==> src/design/acbp_pkg.sv <==
// Shared constants, types and register map of the axis comparator binary port
package acbp_pkg;
	// Number of comparator cards behind the port
	localparam int AXES = 2;
	// APB register byte offsets
	localparam logic [7:0] REG_CTRL = 8'h00;
	localparam logic [7:0] REG_STATUS = 8'h04;
	localparam logic [7:0] REG_INT_STATUS = 8'h08;
	localparam logic [7:0] REG_INT_MASK = 8'h0C;
	localparam logic [7:0] REG_LOAD_VALUE = 8'h10;
	localparam logic [7:0] REG_OUT_BUF = 8'h14;
	// Field positions
	localparam int CTRL_BYTE_MODE = 0;
	localparam int STAT_STATE_LO = 0;
	localparam int STAT_IDX_LO = 2;
	localparam int STAT_LOAD_READY = 4;
	localparam int STAT_NULL_LO = 8;
	// Reset values
	localparam logic CTRL_BYTE_MODE_RST = 1'b0;
	localparam logic [5:0] INT_MASK_RST = 6'h00;
	// Interrupt event bits
	localparam int EV_SAMPLE = 0;
	localparam int EV_READOUT = 1;
	localparam int EV_OUT_DONE = 2;
	localparam int EV_LOAD_DONE = 3;
	localparam int EV_TRANSFER = 4;
	localparam int EV_CMD_ERROR = 5;
	localparam int EV_W = 6;
	// Command word: class in bits 7:4, target in bits 3:0
	localparam logic [3:0] CLS_RESET = 4'h0;
	localparam logic [3:0] CLS_SAMPLE = 4'h1;
	localparam logic [3:0] CLS_READOUT = 4'h2;
	localparam logic [3:0] CLS_OUTPUT = 4'h3;
	localparam logic [3:0] CLS_LOAD = 4'h4;
	localparam logic [3:0] TGT_PORT = 4'hF;
	// Last word index: two 16-bit words or four bytes
	localparam logic [1:0] LAST_IDX_WORD = 2'h1;
	localparam logic [1:0] LAST_IDX_BYTE = 2'h3;
	// Status nibble meaning match or error
	localparam logic [3:0] NIBBLE_ALL_ONES = 4'hF;
	// Upper bounds on command completion; the logic finishes in two cycles
	localparam int CLK_NS = 5;
	localparam int SAMPLE_NS = 1000;
	localparam int READOUT_NS = 2000;
	localparam int OP_NS = 1000;
	localparam int SAMPLE_CYC = SAMPLE_NS / CLK_NS;
	localparam int READOUT_CYC = READOUT_NS / CLK_NS;
	localparam int OP_CYC = OP_NS / CLK_NS;

	typedef enum logic [1:0] {
		ST_IDLE = 2'b00,
		ST_EXEC = 2'b01,
		ST_OUT = 2'b10,
		ST_LOAD = 2'b11
	} acbp_state_t;

	// What one axis card supplies
	typedef struct packed {
		logic [3:0] err_n;
		logic [3:0] point;
		logic [27:0] count;
	} acbp_axis_in_t;

	// Destination and tolerance as loaded
	typedef struct packed {
		logic [3:0] tol;
		logic [27:0] dest;
	} acbp_dest_t;
endpackage

==> src/design/acbp_sync.sv <==
// Two flip-flop synchroniser for pin inputs
`timescale 1ns/10ps
module acbp_sync #(
	parameter int W = 1
) (
	// Clock and reset
	input wire logic mclk,
	input wire logic rst,
	// Asynchronous in, synchronous out
	input wire logic [W-1:0] async_in,
	output logic [W-1:0] sync_out
);
	logic [W-1:0] meta_reg;

	always_ff @(posedge mclk) begin
		if (rst) begin
			meta_reg <= '0;
			sync_out <= '0;
		end else begin
			meta_reg <= async_in;
			sync_out <= meta_reg;
		end
	end
endmodule

==> src/design/acbp_comparator.sv <==
// One axis comparator: sample buffer, destination, forced null, difference
`timescale 1ns/10ps
module acbp_comparator (
	// Clock and reset
	input wire logic mclk,
	input wire logic rst,
	// Axis card inputs
	input wire acbp_pkg::acbp_axis_in_t axis_in,
	// Commands from the port
	input wire logic sample,
	input wire logic load,
	input wire acbp_pkg::acbp_dest_t load_val,
	// Results
	output logic [31:0] out_word,
	output logic [27:0] diff_out,
	output logic null_active
);
	import acbp_pkg::*;

	acbp_dest_t dest_reg;
	logic [27:0] diff_raw;
	logic [27:0] diff_abs;
	logic in_tol;

	assign diff_raw = dest_reg.dest - axis_in.count;
	assign diff_abs = diff_raw[27] ? 28'(-diff_raw) : diff_raw;
	assign in_tol = (diff_abs <= {24'h00_0000, dest_reg.tol});

	always_ff @(posedge mclk) begin
		if (rst) begin
			dest_reg <= '0;
		end else if (load) begin
			dest_reg <= load_val; // [RL10]
		end
	end

	// Load forces null; only a later sample lifts it
	always_ff @(posedge mclk) begin
		if (rst) begin
			null_active <= 1'b0;
		end else if (load) begin
			null_active <= 1'b1; // [RL11]
		end else if (sample) begin
			null_active <= 1'b0; // [RL12]
		end
	end

	always_ff @(posedge mclk) begin
		if (rst) begin
			diff_out <= '0;
		end else if (null_active || load) begin
			diff_out <= '0; // [RL11]
		end else begin
			diff_out <= diff_raw;
		end
	end

	// Status nibble and top count bits formed at the sample instant
	always_ff @(posedge mclk) begin
		if (rst) begin
			out_word <= '0;
		end else if (sample) begin // [RL3]
			if (axis_in.err_n != NIBBLE_ALL_ONES) begin
				out_word <= {NIBBLE_ALL_ONES, axis_in.err_n, axis_in.count[23:0]}; // [RL14]
			end else if (in_tol) begin
				out_word <= {NIBBLE_ALL_ONES, NIBBLE_ALL_ONES, axis_in.count[23:0]}; // [RL13]
			end else begin
				out_word <= {axis_in.point, axis_in.count}; // [RL15]
			end
		end
	end
endmodule

==> src/design/acbp_top.sv <==
// Binary port and command sequencer for the axis comparator cards
// Behaviour
// RL1 - Loads accepted as two words or four bytes
// RL2 - Tolerance in top nibble, most significant first
// RL3 - Sample latches counter into output buffer
// RL4 - Readout moves latched count plus status
// RL5 - Port output waits for control bit
// RL6 - Each control bit presents next output word
// RL7 - Load command prepares port for data
// RL8 - Controller writes word then control bit
// RL9 - Last word assembles destination and tolerance
// RL10 - Transfer copies assembled value into axis
// RL11 - Loading forces difference output to null
// RL12 - Sample instruction releases the forced null
// RL13 - All-ones nibble and bits mean match
// RL14 - Otherwise top bits are active-low errors
// RL15 - Other nibble is point, bits are data
// RL16 - Controller resets with repeated zero-class commands
//
// Our own choices: the APB register port and the placing of the registers.
`timescale 1ns/10ps
module acbp_top (
	// Clock and reset
	input wire logic mclk,
	input wire logic rst,
	// APB slave
	input wire logic psel,
	input wire logic penable,
	input wire logic pwrite,
	input wire logic [7:0] paddr,
	input wire logic [31:0] pwdata,
	output logic [31:0] prdata,
	output logic pready,
	output logic pslverr,
	// Controller port pins
	input wire logic host_ctl,
	input wire logic [15:0] host_data_in,
	output logic [15:0] host_data_out,
	output logic host_flag,
	// Axis cards
	input wire acbp_pkg::acbp_axis_in_t [acbp_pkg::AXES-1:0] axis_in,
	input wire logic ext_sample,
	output logic [acbp_pkg::AXES-1:0][27:0] diff_out,
	// Interrupt
	output logic irq
);
	import acbp_pkg::*;

	////////////////////////////////////////////////////////////////////////////
	// Pin synchronisation

	logic [17:0] pins_sync;
	logic ctl_s;
	logic ext_s;
	logic [15:0] din_s;
	logic ctl_d_reg;
	logic ext_d_reg;
	logic ctl_rise;
	logic ext_rise;

	acbp_sync #(
		.W(18)
	) u_sync (
		.mclk(mclk),
		.rst(rst),
		.async_in({host_ctl, ext_sample, host_data_in}),
		.sync_out(pins_sync)
	);

	assign ctl_s = pins_sync[17];
	assign ext_s = pins_sync[16];
	assign din_s = pins_sync[15:0];

	always_ff @(posedge mclk) begin
		if (rst) begin
			ctl_d_reg <= 1'b0;
			ext_d_reg <= 1'b0;
		end else begin
			ctl_d_reg <= ctl_s;
			ext_d_reg <= ext_s;
		end
	end

	assign ctl_rise = ctl_s && !ctl_d_reg;
	assign ext_rise = ext_s && !ext_d_reg;

	////////////////////////////////////////////////////////////////////////////
	// Register state

	logic byte_mode_reg;
	logic [EV_W-1:0] int_status_reg;
	logic [EV_W-1:0] int_mask_reg;
	logic [EV_W-1:0] events;
	logic apb_wr;
	logic apb_setup;
	logic [1:0] last_idx;

	assign apb_wr = psel && penable && pwrite;
	assign apb_setup = psel && !penable;
	assign last_idx = byte_mode_reg ? LAST_IDX_BYTE : LAST_IDX_WORD; // [RL1]

	////////////////////////////////////////////////////////////////////////////
	// Sequencer

	acbp_state_t state_reg;
	acbp_state_t state_next;
	logic [1:0] idx_reg;
	logic [7:0] cmd_reg;
	logic [3:0] cls;
	logic [3:0] tgt;
	logic [AXES-1:0] tgt_sel;
	logic tgt_axis;
	logic [AXES-1:0] sample_vec;
	logic [AXES-1:0] xfer_vec;
	logic do_readout;
	logic do_reset;
	logic cmd_err;
	logic load_ready_reg;
	logic [31:0] out_buf_reg;
	logic [31:0] load_acc_reg;
	logic [31:0] load_acc_next;
	acbp_dest_t load_reg;
	logic [AXES-1:0][31:0] axis_word;
	logic [AXES-1:0] null_vec;
	logic [31:0] rd_word;
	logic [15:0] out_word;

	assign cls = cmd_reg[7:4];
	assign tgt = cmd_reg[3:0];

	always_comb begin
		tgt_axis = 1'b0;
		rd_word = '0;
		for (int i = 0; i < AXES; i++) begin
			tgt_sel[i] = (tgt == 4'(i));
			tgt_axis = tgt_axis || tgt_sel[i];
			if (tgt_sel[i]) begin
				rd_word = axis_word[i];
			end
		end
	end

	// Command decode, acted on in the single execute cycle
	always_comb begin
		state_next = ST_IDLE;
		sample_vec = '0;
		xfer_vec = '0;
		do_readout = 1'b0;
		do_reset = 1'b0;
		cmd_err = 1'b0;
		case (cls)
			CLS_RESET: begin
				do_reset = 1'b1;
			end
			CLS_SAMPLE: begin
				if (tgt == TGT_PORT) begin
					sample_vec = '1; // [RL3]
				end else if (tgt_axis) begin
					sample_vec = tgt_sel; // [RL3]
				end else begin
					cmd_err = 1'b1;
				end
			end
			CLS_READOUT: begin
				do_readout = tgt_axis; // [RL4]
				cmd_err = !tgt_axis;
			end
			CLS_OUTPUT: begin
				if (tgt == TGT_PORT) begin
					state_next = ST_OUT; // [RL5]
				end else if (tgt_axis && load_ready_reg) begin
					xfer_vec = tgt_sel; // [RL10]
				end else begin
					cmd_err = 1'b1;
				end
			end
			CLS_LOAD: begin
				if (tgt == TGT_PORT) begin
					state_next = ST_LOAD; // [RL7]
				end else begin
					cmd_err = 1'b1;
				end
			end
			default: begin
				cmd_err = 1'b1;
			end
		endcase
	end

	always_ff @(posedge mclk) begin
		if (rst) begin
			state_reg <= ST_IDLE;
			idx_reg <= 2'h0;
			cmd_reg <= 8'h00;
		end else begin
			case (state_reg)
				ST_IDLE: begin
					if (ctl_rise) begin
						cmd_reg <= din_s[7:0];
						state_reg <= ST_EXEC;
					end
				end
				ST_EXEC: begin
					idx_reg <= 2'h0;
					state_reg <= state_next;
				end
				ST_OUT, ST_LOAD: begin
					if (ctl_rise) begin // [RL6] [RL8]
						if (idx_reg == last_idx) begin
							idx_reg <= 2'h0;
							state_reg <= ST_IDLE;
						end else begin
							idx_reg <= idx_reg + 2'h1;
						end
					end
				end
				default: begin
					state_reg <= ST_IDLE;
				end
			endcase
		end
	end

	// Busy only while a command executes; ready for the next control bit otherwise
	assign host_flag = (state_reg != ST_EXEC);

	////////////////////////////////////////////////////////////////////////////
	// Data path

	always_comb begin
		if (byte_mode_reg) begin
			case (idx_reg)
				2'h0: out_word = {8'h00, out_buf_reg[31:24]};
				2'h1: out_word = {8'h00, out_buf_reg[23:16]};
				2'h2: out_word = {8'h00, out_buf_reg[15:8]};
				default: out_word = {8'h00, out_buf_reg[7:0]};
			endcase
		end else begin
			out_word = idx_reg[0] ? out_buf_reg[15:0] : out_buf_reg[31:16]; // [RL6]
		end
	end

	// Most significant part arrives first and shifts up
	assign load_acc_next = byte_mode_reg ? {load_acc_reg[23:0], din_s[7:0]} :
		{load_acc_reg[15:0], din_s}; // [RL1] [RL2]

	always_ff @(posedge mclk) begin
		if (rst) begin
			out_buf_reg <= '0;
		end else if (state_reg == ST_EXEC && do_reset) begin
			out_buf_reg <= '0;
		end else if (state_reg == ST_EXEC && do_readout) begin
			out_buf_reg <= rd_word; // [RL4]
		end
	end

	always_ff @(posedge mclk) begin
		if (rst) begin
			host_data_out <= '0;
		end else if (state_reg == ST_OUT && ctl_rise) begin
			host_data_out <= out_word; // [RL5] [RL6]
		end
	end

	always_ff @(posedge mclk) begin
		if (rst) begin
			load_acc_reg <= '0;
			load_reg <= '0;
			load_ready_reg <= 1'b0;
		end else if (state_reg == ST_EXEC && (do_reset || state_next == ST_LOAD)) begin
			load_acc_reg <= '0;
			load_ready_reg <= 1'b0;
		end else if (state_reg == ST_LOAD && ctl_rise) begin
			load_acc_reg <= load_acc_next;
			if (idx_reg == last_idx) begin
				load_reg <= load_acc_next; // [RL9]
				load_ready_reg <= 1'b1; // [RL9]
			end
		end
	end

	////////////////////////////////////////////////////////////////////////////
	// Comparator cards

	for (genvar g = 0; g < AXES; g++) begin : g_axis
		logic samp;
		logic ld;

		// External sample pin acts on every axis
		assign samp = (state_reg == ST_EXEC && sample_vec[g]) || ext_rise; // [RL12]
		assign ld = (state_reg == ST_EXEC) && xfer_vec[g];

		acbp_comparator u_cmp (
			.mclk(mclk),
			.rst(rst),
			.axis_in(axis_in[g]),
			.sample(samp),
			.load(ld),
			.load_val(load_reg),
			.out_word(axis_word[g]),
			.diff_out(diff_out[g]),
			.null_active(null_vec[g])
		);
	end

	////////////////////////////////////////////////////////////////////////////
	// Interrupts and APB

	always_comb begin
		events = '0;
		events[EV_SAMPLE] = (state_reg == ST_EXEC && sample_vec != '0) || ext_rise;
		events[EV_READOUT] = (state_reg == ST_EXEC) && do_readout;
		events[EV_OUT_DONE] = (state_reg == ST_OUT) && ctl_rise && (idx_reg == last_idx);
		events[EV_LOAD_DONE] = (state_reg == ST_LOAD) && ctl_rise && (idx_reg == last_idx);
		events[EV_TRANSFER] = (state_reg == ST_EXEC) && (xfer_vec != '0);
		events[EV_CMD_ERROR] = (state_reg == ST_EXEC) && cmd_err;
	end

	always_ff @(posedge mclk) begin
		if (rst) begin
			byte_mode_reg <= CTRL_BYTE_MODE_RST;
			int_mask_reg <= INT_MASK_RST;
		end else if (apb_wr && paddr == REG_CTRL) begin
			byte_mode_reg <= pwdata[CTRL_BYTE_MODE];
		end else if (apb_wr && paddr == REG_INT_MASK) begin
			int_mask_reg <= pwdata[EV_W-1:0];
		end
	end

	// A new event outranks a same-cycle clear
	always_ff @(posedge mclk) begin
		if (rst) begin
			int_status_reg <= '0;
		end else if (apb_wr && paddr == REG_INT_STATUS) begin
			int_status_reg <= (int_status_reg & ~pwdata[EV_W-1:0]) | events;
		end else begin
			int_status_reg <= int_status_reg | events;
		end
	end

	assign irq = |(int_status_reg & int_mask_reg);

	// Read data captured in setup so the access phase needs no wait
	always_ff @(posedge mclk) begin
		if (rst) begin
			prdata <= '0;
			pslverr <= 1'b0;
		end else if (apb_setup) begin
			pslverr <= 1'b0;
			prdata <= '0;
			case (paddr)
				REG_CTRL: prdata[CTRL_BYTE_MODE] <= byte_mode_reg;
				REG_STATUS: begin
					prdata[STAT_STATE_LO +: 2] <= state_reg;
					prdata[STAT_IDX_LO +: 2] <= idx_reg;
					prdata[STAT_LOAD_READY] <= load_ready_reg;
					prdata[STAT_NULL_LO +: AXES] <= null_vec;
				end
				REG_INT_STATUS: prdata[EV_W-1:0] <= int_status_reg;
				REG_INT_MASK: prdata[EV_W-1:0] <= int_mask_reg;
				REG_LOAD_VALUE: prdata <= load_reg;
				REG_OUT_BUF: prdata <= out_buf_reg;
				default: pslverr <= 1'b1;
			endcase
		end
	end

	assign pready = psel && penable;
endmodule

==> config.mk <==
export PLATFORM = sky130hd
export DESIGN_NAME = acbp_top
export DESIGN_NICKNAME = d
export VERILOG_FILES = /design/src/design/acbp_pkg.sv /design/src/design/acbp_sync.sv /design/src/design/acbp_comparator.sv /design/src/design/acbp_top.sv
export SDC_FILE = /design/constraint.sdc
export NUM_CORES = 1
export LEC_CHECK = 0
export BUFFER_PORTS_ARGS = -buffer_cell sky130_fd_sc_hd__buf_4
export CELL_PAD_IN_SITES_DETAIL_PLACEMENT = 1
export CELL_PAD_IN_SITES_GLOBAL_PLACEMENT = 2
export CORE_MARGIN = 4
export CORE_UTILIZATION = 36
export CTS_CLUSTER_DIAMETER = 200
export CTS_CLUSTER_SIZE = 30
export DETAILED_ROUTE_END_ITERATION = 8
export PLACE_DENSITY = 0.82
export SYNTH_ARGS = -nofsm -noshare
export SYNTH_HDL_FRONTEND = slang
export SYNTH_HIERARCHICAL = 1
export SYNTH_SLANG_ARGS = --single-unit
==> constraint.sdc <==
create_clock -name mclk -period 5.85 [get_ports mclk]
set_input_delay 1.17 -clock mclk [delete_from_list [all_inputs] [get_ports mclk]]
set_output_delay 1.17 -clock mclk [all_outputs]
set_load 0.05 [all_outputs]
==> flow_metrics.tcl <==
set metrics [dict create \
    whs_endpoint "u_sync/sync_out[10]" \
    crit_required_ns 6.31 \
    finalSetupViolCount 0 \
    ant_nets 0 \
    period_share_pct 93.27 \
    p_leak_nw 9.493 \
    area_delta_synth_final_pct 17.00 \
    regToRegSetupSlack_ns 0.81 \
    grt_overflow_total 0 \
    fin_nets 2917 \
    tightest_slew_ns 1.107 \
    drive_gt1_share_pct 19.43 \
    antenna_found_initial 1 \
    grt_first_pass_wirelength_um 120200 \
    yosys_most_used_dff "dfxtp_1" \
    syn_nets 2673 \
    clk_path_buf_depth 3 \
    slew_headroom_pct 26.17 \
    via_count 19487 \
    fmax_ghz 0.1833 \
    cap_violations 0 \
    arrival_ns 5.91 \
    finClkSkew_ns 0.02310 \
    cts_tree "built" \
    dpl_worst_slack_ns -0.3300 \
    layout_min_cycle_time_ns 5.457 \
    std_cell_rows 88 \
    async_flop_share_pct 0 \
    cts.sinks 387 \
    slew_viol_final 0 \
    power_density_nw_per_um2 196.0 \
    finalWorstSetupSlack_ns 0.3935 \
    synthCells 2468 \
    gp_congestion 0.8771 \
    r2r-end "g_axis[1].u_cmp/out_word[24]" \
    dp_hpwl_um 60950 \
    cts-hold-fix-buffers 0 \
    yosysWarnings 6 \
    max-vdd-ir-drop_mv 0.2042 \
    cp_max_fo 5 \
    min-delay-start "u_sync/meta_reg[10]" \
    post_drt_wl_per_cell_um 22.65 \
    cp-end-kind "register" \
    fin_cells 3477 \
    synth_area_um2 20980 \
    drcViolationCount 0 \
    port_buffers 216 \
    cts_resized 0 \
    ys_types 122 \
    hold-worst-slack_ns 0.4504 \
    clkTransAtPathRegs_ns 0.12 \
    finalWirelength_um 78750 \
    dp.cells 3459 \
    hold_class "register to register" \
    grt_setup_unrepaired "false" \
    htree_levels 1 \
    fp.dieH_um 249.4 \
    power_w 0.004811 \
    start_util_pct 36.36 \
    reg2reg_depth 17 \
    cts_setup_buffers 0 \
    insertion_delay_ns 0.56 \
    dieArea_um2 62210 \
    dr.first_iter.drc_count 1301 \
    core_area_um2 57700 \
    die_width_um 249.4 \
    grt_pass1_vias 19830 \
    crit_type "input pin to register" \
    io_pins 243 \
    yosysSeqAreaShare_pct 36.93 \
    grt_start_max_net_pins 123 \
    status "finished clean" \
    syn_area_per_cell_um2 8.501 \
    synth_edf_count 0 \
    hold_violations 0 \
    cts_root_buf "clkbuf_16" \
    cts_made_buffers 16 \
    dr.pass1.iters 7 \
    hold_path_depth 1 \
    n_antenna_cell 0 \
    ys_ff_latch 387 \
    startpoint_type "input pin" \
    r2r_start "g_axis[1].u_cmp/dest_reg[0]" \
    grt.total_usage_pct 24.10 \
    via_per_inst 5.605 \
]
-- worst max-delay path, cell delays in order --
cell,delay (ns)
buf_4,0.10
inv_1,0.04
ha_1,0.30
a211oi_1,0.21
o21bai_1,0.14
a2111o_1,0.45
a221oi_2,0.38
a21oi_1,0.15
nor2_2,0.24
nor2_1,0.07
a21oi_1,0.16
ha_1,0.27
nor2b_1,0.13
o21ai_0,0.15
nand2b_1,0.07
a21oi_1,0.15
a41o_1,0.15
o221ai_1,0.12
a211oi_1,0.24
buf_4,0.15
o211a_1,0.15
o2111ai_2,0.16
nor4_4,0.25
buf_4,0.18
nor4b_1,0.06
o31ai_1,0.24
-- cells in the final DEF, fill, tap and decap left out, drive strengths merged, types with 16 or more instances in the layout --
| cell | count |
|---|---|
| o22ai | 18 |
| nand3 | 64 |
| xor2 | 16 |
| inv | 90 |
| mux2 | 34 |
| buf | 379 |
| o211ai | 24 |
| clkbuf | 17 |
| a211oi | 62 |
| nand2b | 19 |
| a31oi | 18 |
| ha | 68 |
| nand2 | 207 |
| nor4 | 17 |
| a21o | 20 |
| nor3 | 57 |
| nand4 | 29 |
| dfxtp | 387 |
| o21ai | 83 |
| and2 | 21 |
| xnor2 | 22 |
| a22o | 25 |
| or3 | 28 |
| nor2 | 348 |
| and3 | 19 |
| mux2i | 172 |
| a21oi | 168 |
| nor2b | 40 |
| a22oi | 30 |
-- layer usage --
metal | up-vias | routed length (um) | global-route usage (%)
li1 | 9361 | - | -
met1 | 9569 | 36820 | 33.24
met2 | 475 | 36480 | 40.54
met3 | 82 | 3023 | 2.303
met4 | 0 | 2426 | 6.455
met5 | - | 0 | 0
-- logic make-up after synthesis --
group | count (synthesis) | synth area share (%)
DFF | 387 | 36.93
adders and majority gates | 70 | 4.246
xor gates and xnor gates | 38 | 1.622
and+or+nand+nor | 918 | 21.44
muxes | 207 | 10.14
AOI/OAI and AO/OA | 603 | 20.50
buffers and inverters | 245 | 5.129
-- per-stage QoR --
stage	instance area, um^2	TNS [ns]	utilization, %
final	24550	0	42.55
after floorplan	20980	0	-
after detailed placement	24120	-3.483	41.80
after CTS	24540	0	42.54
after global placement	24120	-2.258	41.80
after global routing	24550	0	42.55
-- synth_stat cells, types with 40 or more instances --
| cell type | count | area (um^2) |
|---|---|---|
| a211oi_1 | 59 | 442.9 |
| a21oi_1 | 164 | 820.8 |
| clkbuf_1 | 99 | 371.6 |
| dfxtp_1 | 387 | 7747 |
| ha_1 | 68 | 850.8 |
| inv_1 | 90 | 337.8 |
| mux2i_1 | 172 | 1722 |
| nand2_1 | 207 | 777.0 |
| nand3_1 | 62 | 310.3 |
| nor2_1 | 347 | 1303 |
| nor2b_1 | 40 | 250.2 |
| nor3_1 | 55 | 275.3 |
| o21ai_0 | 75 | 375.4 |
-- worst max-delay path by stage --
stage,slack [ns],from,to
after floorplan,0.41,axis_in[54],g_axis[1].u_cmp/out_word[24]
after global placement,-0.26,axis_in[20],g_axis[0].u_cmp/out_word[30]
after detailed placement,-0.33,axis_in[20],g_axis[0].u_cmp/out_word[26]
after CTS,0.22,axis_in[20],g_axis[0].u_cmp/out_word[28]
after global routing,0.009,axis_in[20],g_axis[0].u_cmp/out_word[25]
final,0.39,axis_in[20],g_axis[0].u_cmp/out_word[26]
-- report_power, final --
group          internal (W)  switching [W]
Combinational      0.000272       0.000453
Sequential          0.00269      0.0000258
Clock              0.000507       0.000867
Total               0.00347        0.00135
-- final cells by class --
| class | instances | area [um^2] |
|---|---|---|
| clock buffers | 16 | 400.4 |
| inverters | 91 | 341.6 |
| multi-input cells | 1836 | 12220 |
| flip-flops and latches | 387 | 7749 |
| repair buffers | 380 | 2859 |
| fillers | 6880 | 33150 |
| clock inverters | 2 | 21.27 |
| well taps | 765 | 957.2 |
Note: power is estimated with default switching activity, not from simulation.
